==> src/fabric_pkg.sv <==
package fabric_pkg;

    // -------------------------------------------------------------------
    // Bus widths
    // -------------------------------------------------------------------
    localparam int PROG_ADDR_W = 21;
    localparam int PROG_DATA_W = 16;
    localparam int DATA_ADDR_W = 24;
    localparam int WIDE_DATA_W = 32;
    localparam int NARROW_DATA_W = 16;
    localparam int PERIPH_ADDR_W = 16;

    // -------------------------------------------------------------------
    // Primary data address decode
    // -------------------------------------------------------------------
    // Window bases and sizes are parameters of the fabric; these are defaults.
    localparam logic [23:0] RAM_BASE = 24'h000000;
    localparam logic [23:0] RAM_WORDS = 24'h002000;
    localparam logic [23:0] FLASH_BASE = 24'h004000;
    localparam logic [23:0] FLASH_WORDS = 24'h001000;
    localparam logic [23:0] PERIPH_BASE = 24'h00F000;
    localparam logic [23:0] PERIPH_WORDS = 24'h001000;
    localparam logic [23:0] MMIO_BASE = 24'hFFFF00;
    localparam logic [23:0] MMIO_WORDS = 24'h000100;
    localparam int ADDR_MSB = 23;
    localparam logic [31:0] READ_IDLE = 32'h00000000;

    // Access size on the primary data path.
    typedef enum logic [1:0] {
        SIZE_BYTE = 2'h0,
        SIZE_WORD = 2'h1,
        SIZE_LONG = 2'h2
    } access_size_e;

    // Target selected by the primary decode, one-hot.
    typedef enum logic [4:0] {
        TGT_NONE = 5'h01,
        TGT_RAM = 5'h02,
        TGT_FLASH = 5'h04,
        TGT_PERIPH = 5'h08,
        TGT_MMIO = 5'h10
    } target_e;

    // -------------------------------------------------------------------
    // Carriers
    // -------------------------------------------------------------------
    typedef struct packed {
        logic rd;
        logic wr;
        logic [20:0] addr;
        logic [15:0] wdata;
    } prog_req_s;

    typedef struct packed {
        logic rd;
        logic wr;
        access_size_e size;
        logic [23:0] addr;
        logic [31:0] wdata;
    } data_req_s;

    typedef struct packed {
        logic rd;
        logic [23:0] addr;
    } sec_req_s;

    typedef struct packed {
        logic sel;
        logic rd;
        logic wr;
        logic [15:0] addr;
        logic [15:0] wdata;
    } periph_req_s;

endpackage

==> src/addr_window.sv <==
`timescale 1ns/1ns
// Single address window match, shared by each decode of the fabric.
module addr_window #(
    parameter logic [23:0] BASE = 24'h000000,
    parameter logic [23:0] WORDS = 24'h000100
) (
    input wire logic [23:0] addr,
    output logic hit,
    output logic [23:0] offset
);
    assign offset = addr - BASE;
    assign hit = (addr >= BASE) && (offset < WORDS);
endmodule

==> src/core_memory_bus_fabric.sv <==
`timescale 1ns/1ns
// Function
// - Program port: 21-bit address, 16-bit read.
// - Program writes use low 16 write bits.
// - Primary reads return up to 32 bits.
// - Primary bus handles byte, word, long accesses.
// - Primary bus also decodes memory-mapped I/O.
// - Secondary: 24-bit word address, 16-bit read.
// - Secondary path only reads, with primary access.
// - Peripheral bus 16-bit, no added wait.
// - Peripheral writes from core, reads to primary.
// - Primary RAM 32 bits, others 16 bits.
// - Flash control via peripheral bus, array direct.
// - Byte accesses force address MSB zero.
module core_memory_bus_fabric #(
    parameter logic [23:0] RAM_BASE = fabric_pkg::RAM_BASE,
    parameter logic [23:0] RAM_WORDS = fabric_pkg::RAM_WORDS,
    parameter logic [23:0] FLASH_BASE = fabric_pkg::FLASH_BASE,
    parameter logic [23:0] FLASH_WORDS = fabric_pkg::FLASH_WORDS,
    parameter logic [23:0] PERIPH_BASE = fabric_pkg::PERIPH_BASE,
    parameter logic [23:0] PERIPH_WORDS = fabric_pkg::PERIPH_WORDS,
    parameter logic [23:0] MMIO_BASE = fabric_pkg::MMIO_BASE,
    parameter logic [23:0] MMIO_WORDS = fabric_pkg::MMIO_WORDS
) (
    input wire logic clk,
    input wire logic rst,
    input wire logic ce,
    // Core side.
    input wire fabric_pkg::prog_req_s prog_req,
    input wire fabric_pkg::data_req_s data_req,
    input wire fabric_pkg::sec_req_s sec_req,
    output logic [15:0] prog_rdata,
    output logic [31:0] primary_read_bus,
    output logic [15:0] secondary_read_bus,
    output logic sec_refused,
    // Program memory.
    output fabric_pkg::prog_req_s pmem_req,
    input wire logic [15:0] pmem_rdata,
    // Primary data RAM, 32-bit port, plus byte lane enables.
    output fabric_pkg::data_req_s ram_req,
    output logic [3:0] ram_be,
    input wire logic [31:0] ram_rdata,
    // Secondary RAM read port, 16 bits.
    output logic ram2_rd,
    output logic [23:0] ram2_addr,
    input wire logic [15:0] ram2_rdata,
    // Data flash array, 16 bits.
    output fabric_pkg::periph_req_s dflash_req,
    input wire logic [15:0] dflash_rdata,
    // Peripheral register bus (flash controller registers live here).
    output fabric_pkg::periph_req_s peripheral_reg_bus,
    input wire logic [15:0] periph_rdata,
    // Memory-mapped I/O, 16 bits.
    output fabric_pkg::periph_req_s mmio_req,
    input wire logic [15:0] mmio_rdata
);

    // -------------------------------------------------------------------
    // Primary address conditioning
    // -------------------------------------------------------------------
    wire logic is_byte;
    wire logic [23:0] primary_data_addr;
    wire logic [31:0] wdata;
    assign is_byte = (data_req.size == fabric_pkg::SIZE_BYTE);
    // Byte addresses only reach the lower half of the space.
    assign primary_data_addr = is_byte ? {1'b0, data_req.addr[fabric_pkg::ADDR_MSB-1:0]}
                                       : data_req.addr;
    assign wdata = data_req.wdata;

    // -------------------------------------------------------------------
    // Decode
    // -------------------------------------------------------------------
    wire logic hit_ram;
    wire logic hit_flash;
    wire logic hit_periph;
    wire logic hit_mmio;
    wire logic [23:0] off_ram;
    wire logic [23:0] off_flash;
    wire logic [23:0] off_periph;
    wire logic [23:0] off_mmio;
    wire logic [23:0] sec_off;
    wire logic sec_hit;

    addr_window #(.BASE(RAM_BASE), .WORDS(RAM_WORDS)) u_ram (
        .addr(primary_data_addr), .hit(hit_ram), .offset(off_ram));
    addr_window #(.BASE(FLASH_BASE), .WORDS(FLASH_WORDS)) u_flash (
        .addr(primary_data_addr), .hit(hit_flash), .offset(off_flash));
    addr_window #(.BASE(PERIPH_BASE), .WORDS(PERIPH_WORDS)) u_periph (
        .addr(primary_data_addr), .hit(hit_periph), .offset(off_periph));
    addr_window #(.BASE(MMIO_BASE), .WORDS(MMIO_WORDS)) u_mmio (
        .addr(primary_data_addr), .hit(hit_mmio), .offset(off_mmio));
    addr_window #(.BASE(RAM_BASE), .WORDS(RAM_WORDS)) u_sec (
        .addr(sec_req.addr), .hit(sec_hit), .offset(sec_off));

    wire logic access;
    wire fabric_pkg::target_e target;
    assign access = data_req.rd | data_req.wr;
    // I/O windows take priority so a register block may shadow memory.
    assign target = !access ? fabric_pkg::TGT_NONE :
                    hit_mmio ? fabric_pkg::TGT_MMIO :
                    hit_periph ? fabric_pkg::TGT_PERIPH :
                    hit_ram ? fabric_pkg::TGT_RAM :
                    hit_flash ? fabric_pkg::TGT_FLASH :
                    fabric_pkg::TGT_NONE;

    // Byte lane enables for the 32-bit RAM port.
    function automatic logic [3:0] lanes(input fabric_pkg::access_size_e sz, input logic [1:0] a);
        case (sz)
            fabric_pkg::SIZE_BYTE: lanes = 4'h1 << a;
            fabric_pkg::SIZE_WORD: lanes = a[1] ? 4'hC : 4'h3;
            default: lanes = 4'hF;
        endcase
    endfunction

    // -------------------------------------------------------------------
    // Request fan-out (combinational, same cycle as the address phase)
    // -------------------------------------------------------------------
    assign pmem_req = '{rd: prog_req.rd, wr: prog_req.wr, addr: prog_req.addr,
                        wdata: wdata[15:0]};
    assign ram_req = '{rd: data_req.rd && target == fabric_pkg::TGT_RAM,
                       wr: data_req.wr && target == fabric_pkg::TGT_RAM,
                       size: data_req.size, addr: off_ram,
                       wdata: wdata};
    assign ram_be = lanes(data_req.size, off_ram[1:0]);
    assign dflash_req = '{sel: target == fabric_pkg::TGT_FLASH,
                          rd: data_req.rd, wr: data_req.wr,
                          addr: off_flash[15:0], wdata: wdata[15:0]};
    assign peripheral_reg_bus = '{sel: target == fabric_pkg::TGT_PERIPH,
                                  rd: data_req.rd, wr: data_req.wr,
                                  addr: off_periph[15:0], wdata: wdata[15:0]};
    assign mmio_req = '{sel: target == fabric_pkg::TGT_MMIO,
                        rd: data_req.rd, wr: data_req.wr,
                        addr: off_mmio[15:0], wdata: wdata[15:0]};

    // The secondary path only serves a read paired with a primary access.
    wire logic sec_ok;
    assign sec_ok = sec_req.rd && access && sec_hit;
    assign ram2_rd = sec_ok;
    assign ram2_addr = sec_off;

    // -------------------------------------------------------------------
    // Data phase: one clock after the address phase
    // -------------------------------------------------------------------
    fabric_pkg::target_e target_q;
    logic prd_q;
    logic drd_q;
    logic sec_ok_q;
    logic sec_bad_q;

    always_ff @(posedge clk or posedge rst) begin
        if (rst) begin
            target_q <= fabric_pkg::TGT_NONE;
            prd_q <= 1'b0;
            drd_q <= 1'b0;
            sec_ok_q <= 1'b0;
            sec_bad_q <= 1'b0;
        end else if (ce) begin
            target_q <= target;
            prd_q <= prog_req.rd;
            drd_q <= data_req.rd;
            sec_ok_q <= sec_ok;
            sec_bad_q <= sec_req.rd && !sec_ok;
        end
    end

    // Read mux; narrow targets land in the low half with the upper half zero.
    wire logic [31:0] next_primary;
    assign next_primary = !drd_q ? fabric_pkg::READ_IDLE :
        (target_q == fabric_pkg::TGT_RAM) ? ram_rdata :
        (target_q == fabric_pkg::TGT_FLASH) ? {16'h0000, dflash_rdata} :
        (target_q == fabric_pkg::TGT_PERIPH) ? {16'h0000, periph_rdata} :
        (target_q == fabric_pkg::TGT_MMIO) ? {16'h0000, mmio_rdata} :
        fabric_pkg::READ_IDLE;

    // Read data is passed through in the data phase; no extra wait is added.
    assign primary_read_bus = next_primary;
    assign prog_rdata = prd_q ? pmem_rdata : 16'h0000;
    assign secondary_read_bus = sec_ok_q ? ram2_rdata : 16'h0000;
    assign sec_refused = sec_bad_q;
endmodule

==> config.mk <==
export PLATFORM = sky130hd
export DESIGN_NAME = core_memory_bus_fabric
export DESIGN_NICKNAME = d
export VERILOG_FILES = /design/src/fabric_pkg.sv /design/src/addr_window.sv /design/src/core_memory_bus_fabric.sv
export SDC_FILE = /design/constraint.sdc
export NUM_CORES = 1
export LEC_CHECK = 0
export BUFFER_PORTS_ARGS = -buffer_cell sky130_fd_sc_hd__buf_2
export CAP_MARGIN = 20
export CELL_PAD_IN_SITES_DETAIL_PLACEMENT = 1
export CELL_PAD_IN_SITES_GLOBAL_PLACEMENT = 1
export CORE_AREA = 10 10 200 202
export CTS_BUF_LIST = sky130_fd_sc_hd__clkbuf_4 sky130_fd_sc_hd__clkbuf_8
export DETAILED_ROUTE_END_ITERATION = 10
export DIE_AREA = 0 0 210 212
export PLACE_DENSITY = 0.55
export SLEW_MARGIN = 40
export SYNTH_ARGS = -nofsm -noshare
export SYNTH_HDL_FRONTEND = slang
export SYNTH_HIERARCHICAL = 1
export SYNTH_SLANG_ARGS = --single-unit
==> constraint.sdc <==
create_clock -name clk -period 2.32 [get_ports clk]
set_clock_uncertainty 0.15 [all_clocks]
set_input_delay 0.116 -clock clk [delete_from_list [all_inputs] [get_ports clk]]
set_output_delay 0.116 -clock clk [all_outputs]
set_load 0.1 [all_outputs]
==> results.md, run 1 <==
- Syn Area/Cell: 7.415 sq um
- Routed Antenna Nets: 0
- Initial antenna violation count: 2
- Hold WC Path Type: input pin to register
- Aggregate global routing overflow: 0
- RSZ-0062 raised after global routing: true
- Status: completed
- TritonCTS Buffers: 3
- Worst-skew pair later-pin latency: about 230 ps
- CP max FO: 2
- Max VDD drop: approximately 0.22 mV
- CP required: around 2100 ps
- WP depth: 9
- Root Buffer Master: clkbuf_8
- Max-slew violations: 0
- Critical Path Sink Type: output pin
- CP Cell Sequence: buf_8 -> ha_4 -> a311oi_2 -> xor2_1 -> or4b_4 -> a2111oi_4 -> buf_4 -> and3b_4 -> buf_12
- Avg WL per Cell: about 17 um
- FF-to-FF setup slack: approximately 1200 ps
- First DRT Iteration DRCs: 114
- Reg2Reg Depth: 2
- Clock tree buffer depth: 2
- Vias in the first global route: between 3,000 and 4,000
- Slowest cell on the critical path: or4b_4
- CP endpoint: peripheral_reg_bus[34]
- Htree depth: 1
- Drt pass-1 iters: 4
- # rows: 70
- Gate Count Post-Synth: ~500
- Clock slew at the register clock pins of the worst setup and hold paths: around 50 ps
- Worst-Margin Slew: approximately 520 ps
- Count of final setup violators: 0
- Ports: around 540
- Yosys warning count: 6
- Vias per inst: 3.362
- Final min period: 2262 ps
- First-pass GRT wire length: 25,920 um
- Met3 GRT Util: 0.04945
- Fin crit share: 0.9750
- Hpwl dp: between 15,000 and 20,000 um
- Worst path top cell family by delay: simple AND/OR/NAND/NOR gates
- GRT met1 Usage: 0.08241
- Final hold vios: 0
- Syn Std Cell Area: about 0.0037 sq mm
- Pwr per Cell Area: just under 300 mW/mm^2
- Total of max-cap violations: 0
- R2R Path End: target_q[3]$_DFFE_PP0P_
- Chip Height: 212 um
- Gr busiest metal: met2
- Syn-to-layout area delta: 41.53%
- CP bufs+invs: 3
- Die width: about 210 um
- Met2 Use GR: 0.1170
- TNS Setup: 0 ps
- Core area: between 0.03 and 0.04 sq mm
- CP arrival: around 2000 ps
- Largest stage delay, worst path: approximately 500 ps
- DR vias: about 3,600
- Crit Reg-Reg Startpoint: target_q[3]$_DFFE_PP0P_
- CTS tree: built
- GRT Total Usage: 0.07530
- Worst Setup Path Type: input pin to output pin
- Final nets: 845
- GP Congestion: 0.7554
- Drt total wl: around 18,000 um
- # port buffers: 292
- Sink Count: 9
- Fmax: between 0.4 and 0.5 GHz
- DIE AREA: ~0.045 sq mm
- CP startpoint: data_req[44]
- Share of cells above drive strength 1: 0.6233
- Drt drc: 0
- Leak Pwr: 2.379 nW
- Largest net degree at the start of global routing: 33
- Worst rel slew slack: 0.6527
- WHS: approximately 30 ps
- Initial Utilization: 0.1029
- Startpoint type of the worst setup path: input pin
- Mapped Nets: approximately 750
- Fillers: 4,363
metrics by stage:
stage / std cells / cell area, sq um / worst slack, ps / util / total power, W
floorplan: 501 / 3955 / -123.9 / - / 0.002352
global placement: 1061 / 5094 / -97.13 / 0.1412 / 0.001350
detailed placement: 1061 / 5094 / -88.62 / 0.1412 / 0.001355
CTS: 1068 / 5175 / 0.2047 / 0.1434 / 0.001562
global route: 1069 / 5255 / -50.11 / 0.1456 / 0.001619
finish: 1070 / 5258 / 58.06 / 0.1457 / 0.001541
layout by cell type, fill, tap and decap left out, types with 4 or more instances in the layout:
cell type / count
nor2b_1: 5
buf_12: 40
and3_1: 6
nor2_1: 23
nand3_1: 10
buf_2: 253
a2bb2oi_1: 16
o21ai_0: 4
o31ai_4: 16
buf_4: 23
xor2_1: 6
nor3_1: 4
a21oi_1: 18
xnor2_1: 6
inv_1: 8
and2_1: 49
buf_6: 4
dfrtp_1: 6
o21bai_1: 4
nor4_1: 6
nand2_1: 23
mux2_2: 5
metal layers:
metal / wire length (um) / up-vias
li1: - / 1674
met1: 7083 / 1609
met2: 8398 / 300
met3: 2739 / 14
met4: 250 / 0
met5: 0 / -
worst min path at each step:
stage	slack [ps]	startpoint	end	depth (start not counted)
floorplan	-210	rst	drd_q$_DFFE_PP0P_	1
global route	50	prog_req[38]	prd_q$_DFFE_PP0P_	2
finish	30	prog_req[38]	prd_q$_DFFE_PP0P_	2
global placement	-20	rst	sec_ok_q$_DFFE_PP0P_	2
CTS	50	prog_req[38]	prd_q$_DFFE_PP0P_	2
detailed placement	-30	rst	sec_ok_q$_DFFE_PP0P_	2
report_power, final:
part           total (W)  switching [W]  internal [W]
Sequential      0.000173      0.0000102      0.000162
Clock           0.000189      0.0000712      0.000118
Combinational    0.00118       0.000945      0.000234
layout make-up:
cell class | count | area [sq um] | share of cell area
diodes | 2 | 5.005 | 0.0009519
clock buffers | 3 | 41.29 | 0.007853
clock inverters | 1 | 5.005 | 0.0009519
inverters | 9 | 37.54 | 0.007139
multi-input cells | 255 | 2034 | 0.3870
flip-flops and latches | 9 | 229.0 | 0.04355
well taps | 468 | 585.6 | 0.1114
repair buffers | 323 | 2320 | 0.4412
registers in the layout, summed over array words and instances, names as in the netlist:
name         flops
prd_q            1
drd_q            1
sec_refused      1
target_q         5
sec_ok_q         1
worst register-to-register path, cell delays in order (launching register included):
cell     delay (ps)
dfrtp_1         450
buf_4           190
mux2_2          250
what timing repair did:
action / 4_1_cts / 5_1_grt
gates resized for setup: 3 / 20
pin swaps: 0 / 4
buffers inserted: 1 / 0
setup endpoints to repair: 3 / 20
hold endpoints to repair: 9 / 0
hold buffers: 2 / 0
Note: power is estimated with default switching activity, not from simulation.
==> run 2: changes to the inputs <==
==> constraint.sdc (replaced) <==
create_clock -name clk -period 2.32 [get_ports clk]
set_clock_uncertainty 0.15 [all_clocks]
set_input_delay 0.232 -clock clk [delete_from_list [all_inputs] [get_ports clk]]
set_output_delay 0.232 -clock clk [all_outputs]
set_load 0.1 [all_outputs]
==> run 2 against run 1 <==
The run now ends with setup timing left; fmax is 9.7% lower; via count is 3.6% higher; worst hold slack gained 93 ps; cell count increased by 2.2%; non-clock buffer count increased by 26; clock-buffer cell count unchanged; sequential cell count unchanged; die area unchanged; register-to-register slack gained 20 ps; routed wire length grew 6.6%; first-iteration DRC count shrank 25%; sequential share of layout area down 0.34 points; critical path type unchanged; critical endpoint unchanged.
==> results.md, run 2 (synthesized netlist as in run 1, its figures left out) <==
- Total of max-cap violations: 0
- Worst-Margin Slew: slightly above 500 ps
- Reg with most FFs: target_q
- # rows: 70
- Vias per inst: about 3.4
- Max VDD drop: 0.1607 mV
- Slowest cell on the critical path: or4b_4
- Most common cell after layout, fill and taps aside: buf_2
- Critical Path Sink Type: output pin
- Drt total wl: approximately 20,000 um
- Hold path start: sec_req[24]
- Final nets: around 870
- # port buffers: ~290
- Die width: 210 um
- Fin crit share: 1.080
- Routed Antenna Nets: 0
- Worst path top cell family by delay: simple AND/OR/NAND/NOR gates
- Pwr per Cell Area: 279.4 mW/mm^2
- CTS tree: built
- Dpl cells: about 1,100
- Drt pass-1 iters: 4
- Status: complete, but fails checks
- Startpoint type of the worst setup path: input pin
- Avg WL per Cell: ~18 um
- Leak Pwr: 2.598 nW
- Initial antenna violation count: 0
- Sw power: roughly 0.0011 W
- Fin cells: approximately 1,100
- Clock slew at the register clock pins of the worst setup and hold paths: roughly 60 ps
- ANT cells: 0
- Crit Reg-Reg Startpoint: prd_q$_DFFE_PP0P_
- GRT Total Usage: 0.07935
- CP Cell Sequence: buf_8 -> ha_4 -> a311oi_2 -> xor2_1 -> or4b_4 -> a2111oi_4 -> buf_4 -> and3b_4 -> buf_12
- Aggregate global routing overflow: 0
- Failing checks: setup timing
- Syn-to-layout area delta: 54.46%
- Clock tree buffer depth: 2
- First-pass GRT wire length: between 20,000 and 30,000 um
- Root Buffer Master: clkbuf_8
- Drt drc: 0
- Hpwl dp: ~17,000 um
- CP max FO: 2
- TNS Setup: -469.4 ps
- Sequential power share: 0.107
- Largest net degree at the start of global routing: 33
- Power share of the clock group: 0.128
- Final min period: roughly 2500 ps
- Worst-skew pair later-pin latency: 240 ps
- CP bufs+invs: 3
- Max-slew violations: 0
- TritonCTS Buffers: 3
- Largest register FFs: 5
- Final Core Density: 0.1590
- Htree depth: 1
- First DRT Iteration DRCs: 85
- Final hold vios: 0
- Gate power share: 0.765
- Initial Utilization: 0.1029
- Largest stage delay, worst path: 500 ps
- Core area: approximately 0.036 sq mm
- Pint: 0.0005509 W
- CP arrival: approximately 2100 ps
- Fillers: 4,374
- Hold WC Path Type: input pin to register
- Worst rel slew slack: 0.6624
- Share of cells above drive strength 1: 0.6901
- Sink Count: 9
- Fmax: 0.3991 GHz
- CP required: 1940 ps
- Most frequent cells in the layout: 250 x buf_2, 48 x buf_12, 45 x and2_1, 45 x buf_4, 23 x nand2_1
- PnR worst setup slack: -185.5 ps
- Count of final setup violators: 4
- Switching Fraction: 0.6563
- GP Congestion: roughly 0.76
- DIE AREA: between 0.04 and 0.05 sq mm
- RSZ-0062 raised after global routing: true
- Worst Setup Path Type: input pin to output pin
- CP startpoint: data_req[44]
- DR vias: approximately 3,700
- Vias in the first global route: ~4,100
- Ports: approximately 540
- Chip Height: 212 um
[run 2: timing repair]
item,CTS,global route
pin swaps,11,5
hold endpoints to repair,8,0
endpoints found under the setup margin,19,37
hold buffers,1,0
buffers inserted,2,0
resized for setup,20,16
gates cloned,0,3
[run 2: final timing paths]
check / endpoint / slack [ps] / cells past startpoint
setup / recovery: peripheral_reg_bus[34] / -190 / 9
hold / removal: sec_refused$_DFFE_PP0P_ / 120 / 3
setup reg to reg: prd_q$_DFFE_PP0P_ / 1190 / 1
hold reg to reg: sec_refused$_DFFE_PP0P_ / 380 / 2
max in group asynchronous: target_q[0]$_DFFE_PP1P_ / 1320 / 3
min in group asynchronous: sec_refused$_DFFE_PP0P_ / 360 / 3
[run 2: power by group through the flow]
stage / clock (W) / combinational (W) / sequential, W
2_1_floorplan: 0 / 0.00218 / 0.000180
3_3_place_gp: 0 / 0.00123 / 0.000175
3_5_place_dp: 0 / 0.00123 / 0.000175
4_1_cts: 0.000217 / 0.00124 / 0.000173
5_1_grt: 0.000219 / 0.00128 / 0.000174
6_report: 0.000205 / 0.00123 / 0.000172
[run 2: layout make-up]
class | count | area [sq um] | area share
repair buffers | 349 | 2648 | 0.4614
clock buffers | 3 | 41.29 | 0.007196
clock inverters | 1 | 5.005 | 0.0008722
multi-input cells | 255 | 2191 | 0.3818
well taps | 468 | 585.6 | 0.1020
flip-flops and latches | 9 | 230.2 | 0.04012
inverters | 9 | 37.54 | 0.006542
[run 2: per-stage QoR]
step	cell area, sq um	power (W)	setup WS [ps]	hold WS [ps]
final	5738	0.001603	-185.5	122.9
after global placement	5478	0.001400	-306.8	90.45
after floorplan	4073	0.002360	-239.9	-90.80
after global routing	5738	0.001672	-284.5	145.4
after CTS	5625	0.001630	-200.0	122.0
after detailed placement	5478	0.001406	-368.7	103.9
[run 2: metal layers]
layer  GRT usage  share of wire
met4     0.01613          0.016
met2      0.1253           0.46
met3     0.05092           0.13
met1     0.08786           0.39
met5    0.005721         0.0018
==> run 3: changes to the inputs <==
==> constraint.sdc (replaced) <==
create_clock -name clk -period 2.32 [get_ports clk]
set_clock_uncertainty 0.15 [all_clocks]
set_input_delay 0.464 -clock clk [delete_from_list [all_inputs] [get_ports clk]]
set_output_delay 0.464 -clock clk [all_outputs]
set_load 0.1 [all_outputs]
==> run 3 against run 2 <==
The run still ends with setup timing left; sequential share of layout area is 0.42 points lower; design area up 12%; sequential power hardly changed; routed wire length rose by 5.0%; critical endpoint unchanged; via count up 2.0%; setup slack worse by 490 ps; cell count is 1.6% higher; combinational power grew 11%; register-to-register slack got worse by 80 ps.
==> results.md, run 3 (synthesized netlist as in run 1, its figures left out) <==
- DP Area: about 0.006 sq mm
- Dpl cells: roughly 1,100
- Avg WL per Cell: around 19 um
- Fin cells: ~1,100
- Ports: between 500 and 600
- Count of final setup violators: 39
- WHS: between 50 and 60 ps
- CP max FO: 2
- Most common cell after layout, fill and taps aside: buf_2
- GP Congestion: 0.7612
- Hold WC Path Type: input pin to asynchronous set/reset pin
- Final hold vios: 0
- Max VDD drop: roughly 0.23 mV
- Startpoint type of the worst setup path: input pin
- # port buffers: just under 300
- Largest stage delay, worst path: about 500 ps
- Crit Reg-Reg Startpoint: target_q[3]$_DFFE_PP0P_
- Max-slew violations: 0
- Drt drc: 0
- R2R Path End: target_q[3]$_DFFE_PP0P_
- PnR worst setup slack: -673.6 ps
- Worst-skew pair later-pin latency: between 200 and 250 ps
- Status: complete, but fails checks
- Failing checks: setup timing
- TritonCTS Buffers: 3
- Most frequent cells in the layout: 238 x buf_2, 64 x buf_12, 48 x buf_4
- Worst rel slew slack: 0.6361
- Worst Setup Path Type: input pin to output pin
- Final min period: between 2000 and 3000 ps
- Final Core Density: 0.1778
- Sink Count: 9
- Fin area: around 0.0064 sq mm
- Reg2Reg Depth: 3
- Fillers: between 4,000 and 5,000
- Vias per inst: around 3.4
- Pint: 0.0006620 W
- First-pass GRT wire length: just under 30,000 um
- Vias in the first global route: approximately 4,400
- Slowest cell on the critical path: or4b_4
- Aggregate global routing overflow: 0
- Pwr per Cell Area: approximately 270 mW/mm^2
- Htree depth: 1
- Largest register FFs: 5
- FF-to-FF setup slack: 1110 ps
- Initial Utilization: 0.1029
- Fin crit share: 1.290
- Routed Antenna Nets: 0
- Reg with most FFs: target_q
- DIE AREA: approximately 0.045 sq mm
- Final nets: approximately 900
- # rows: 70
- RSZ-0062 raised after global routing: true
- CTS tree: built
- Worst path top cell family by delay: simple AND/OR/NAND/NOR gates
- Clock tree buffer depth: 2
- Power share of the clock group: 0.111
- Initial antenna violation count: 2
- ANT cells: 0
- First DRT Iteration DRCs: between 100 and 150
- Switching Fraction: 0.6168
- Root Buffer Master: clkbuf_8
- Fmax: around 0.33 GHz
- CP arrival: 2380 ps
- Total of max-cap violations: 0
- Syn-to-layout area delta: 72.68%
- Share of cells above drive strength 1: 0.7449
- Chip Height: between 200 and 250 um
- Core area: approximately 0.036 sq mm
- Worst-Margin Slew: 549.6 ps
- Largest net degree at the start of global routing: 18
- Critical Path Sink Type: output pin
- Drt total wl: between 20,000 and 25,000 um
- CP bufs+invs: 3
- Sequential power share: 0.100
- Gate power share: 0.789
- Die width: about 210 um
- CP required: 1710 ps
- CP Cell Sequence: buf_8 -> ha_4 -> a311oi_2 -> xor2_1 -> or4b_4 -> a2111oi_4 -> buf_4 -> and3b_4 -> buf_12
- Dpl ws: -881.3 ps
- Hold Buf Count CTS: 0
- Drt pass-1 iters: 4
- Hpwl dp: around 17,000 um
- GRT Total Usage: 0.08515
- DR vias: ~3,800
- Leak Pwr: around 2.9 nW
- Sw power: about 0.0011 W
- Clock slew at the register clock pins of the worst setup and hold paths: roughly 50 ps
## run 3: changes by cell type in the layout (fill, tap and decap cells not counted), sizes merged
cell / delta
clkinvlp: +1
buf: +20
dlygate4sd3: -1
clkbuf: -1
inv: -1
clkinv: -1
## run 3: metrics by stage
step	setup TNS [ps]	total power, W
finish	-6187	0.001728
global route	-9579	0.001808
floorplan	-7582	0.002378
global placement	-5451	0.001508
detailed placement	-5728	0.001515
CTS	-7566	0.001747
## run 3: worst reg2reg max path: cells and delay by family, from the launching register on
kind	cells	cell delay, ps
flip-flops	1	430
buffers and inverters	2	260
multiplexers	1	260
## run 3: timing repair
item,4_1_cts,5_1_grt
endpoints found under the hold margin,0,0
gates resized for setup,70,14
buffers inserted,12,3
pin swaps,22,22
endpoints found under the setup margin,44,43
gates cloned,5,0
## run 3: metal layers
metal  global-route usage  share of wire  vias to the layer above
met4              0.01141          0.011                        2
met1              0.09275           0.38                     1723
met5             0.002288        0.00063                        -
met2               0.1409           0.47                      292
met3              0.05268           0.13                       24
li1                     -              -                     1762
## run 3: worst max path at each step
stage,start,end,slack (ps),depth (start not counted)
global placement,data_req[44],dflash_req[34],-870,9
global route,data_req[44],peripheral_reg_bus[34],-750,9
floorplan,data_req[46],dflash_req[34],-650,7
CTS,data_req[44],peripheral_reg_bus[34],-680,9
detailed placement,data_req[44],dflash_req[34],-880,9
finish,data_req[44],peripheral_reg_bus[34],-670,9
## run 3: cell type report
class | count | area [sq um] | share of cell area
Sequential cell | 9 | 230.2 | 0.03589
Inverter | 9 | 41.29 | 0.006437
Multi-Input combinational cell | 255 | 2416 | 0.3766
Timing Repair Buffer | 366 | 3093 | 0.4822
Clock buffer | 4 | 48.80 | 0.007607
Tap cell | 468 | 585.6 | 0.09128
## run 3: power by group through the flow
stage,logic (W),registers (W),clock network [W]
2_1_floorplan,0.00220,0.000180,0
3_3_place_gp,0.00133,0.000175,0
3_5_place_dp,0.00134,0.000175,0
4_1_cts,0.00138,0.000174,0.000198
5_1_grt,0.00142,0.000175,0.000214
6_report,0.00136,0.000173,0.000191
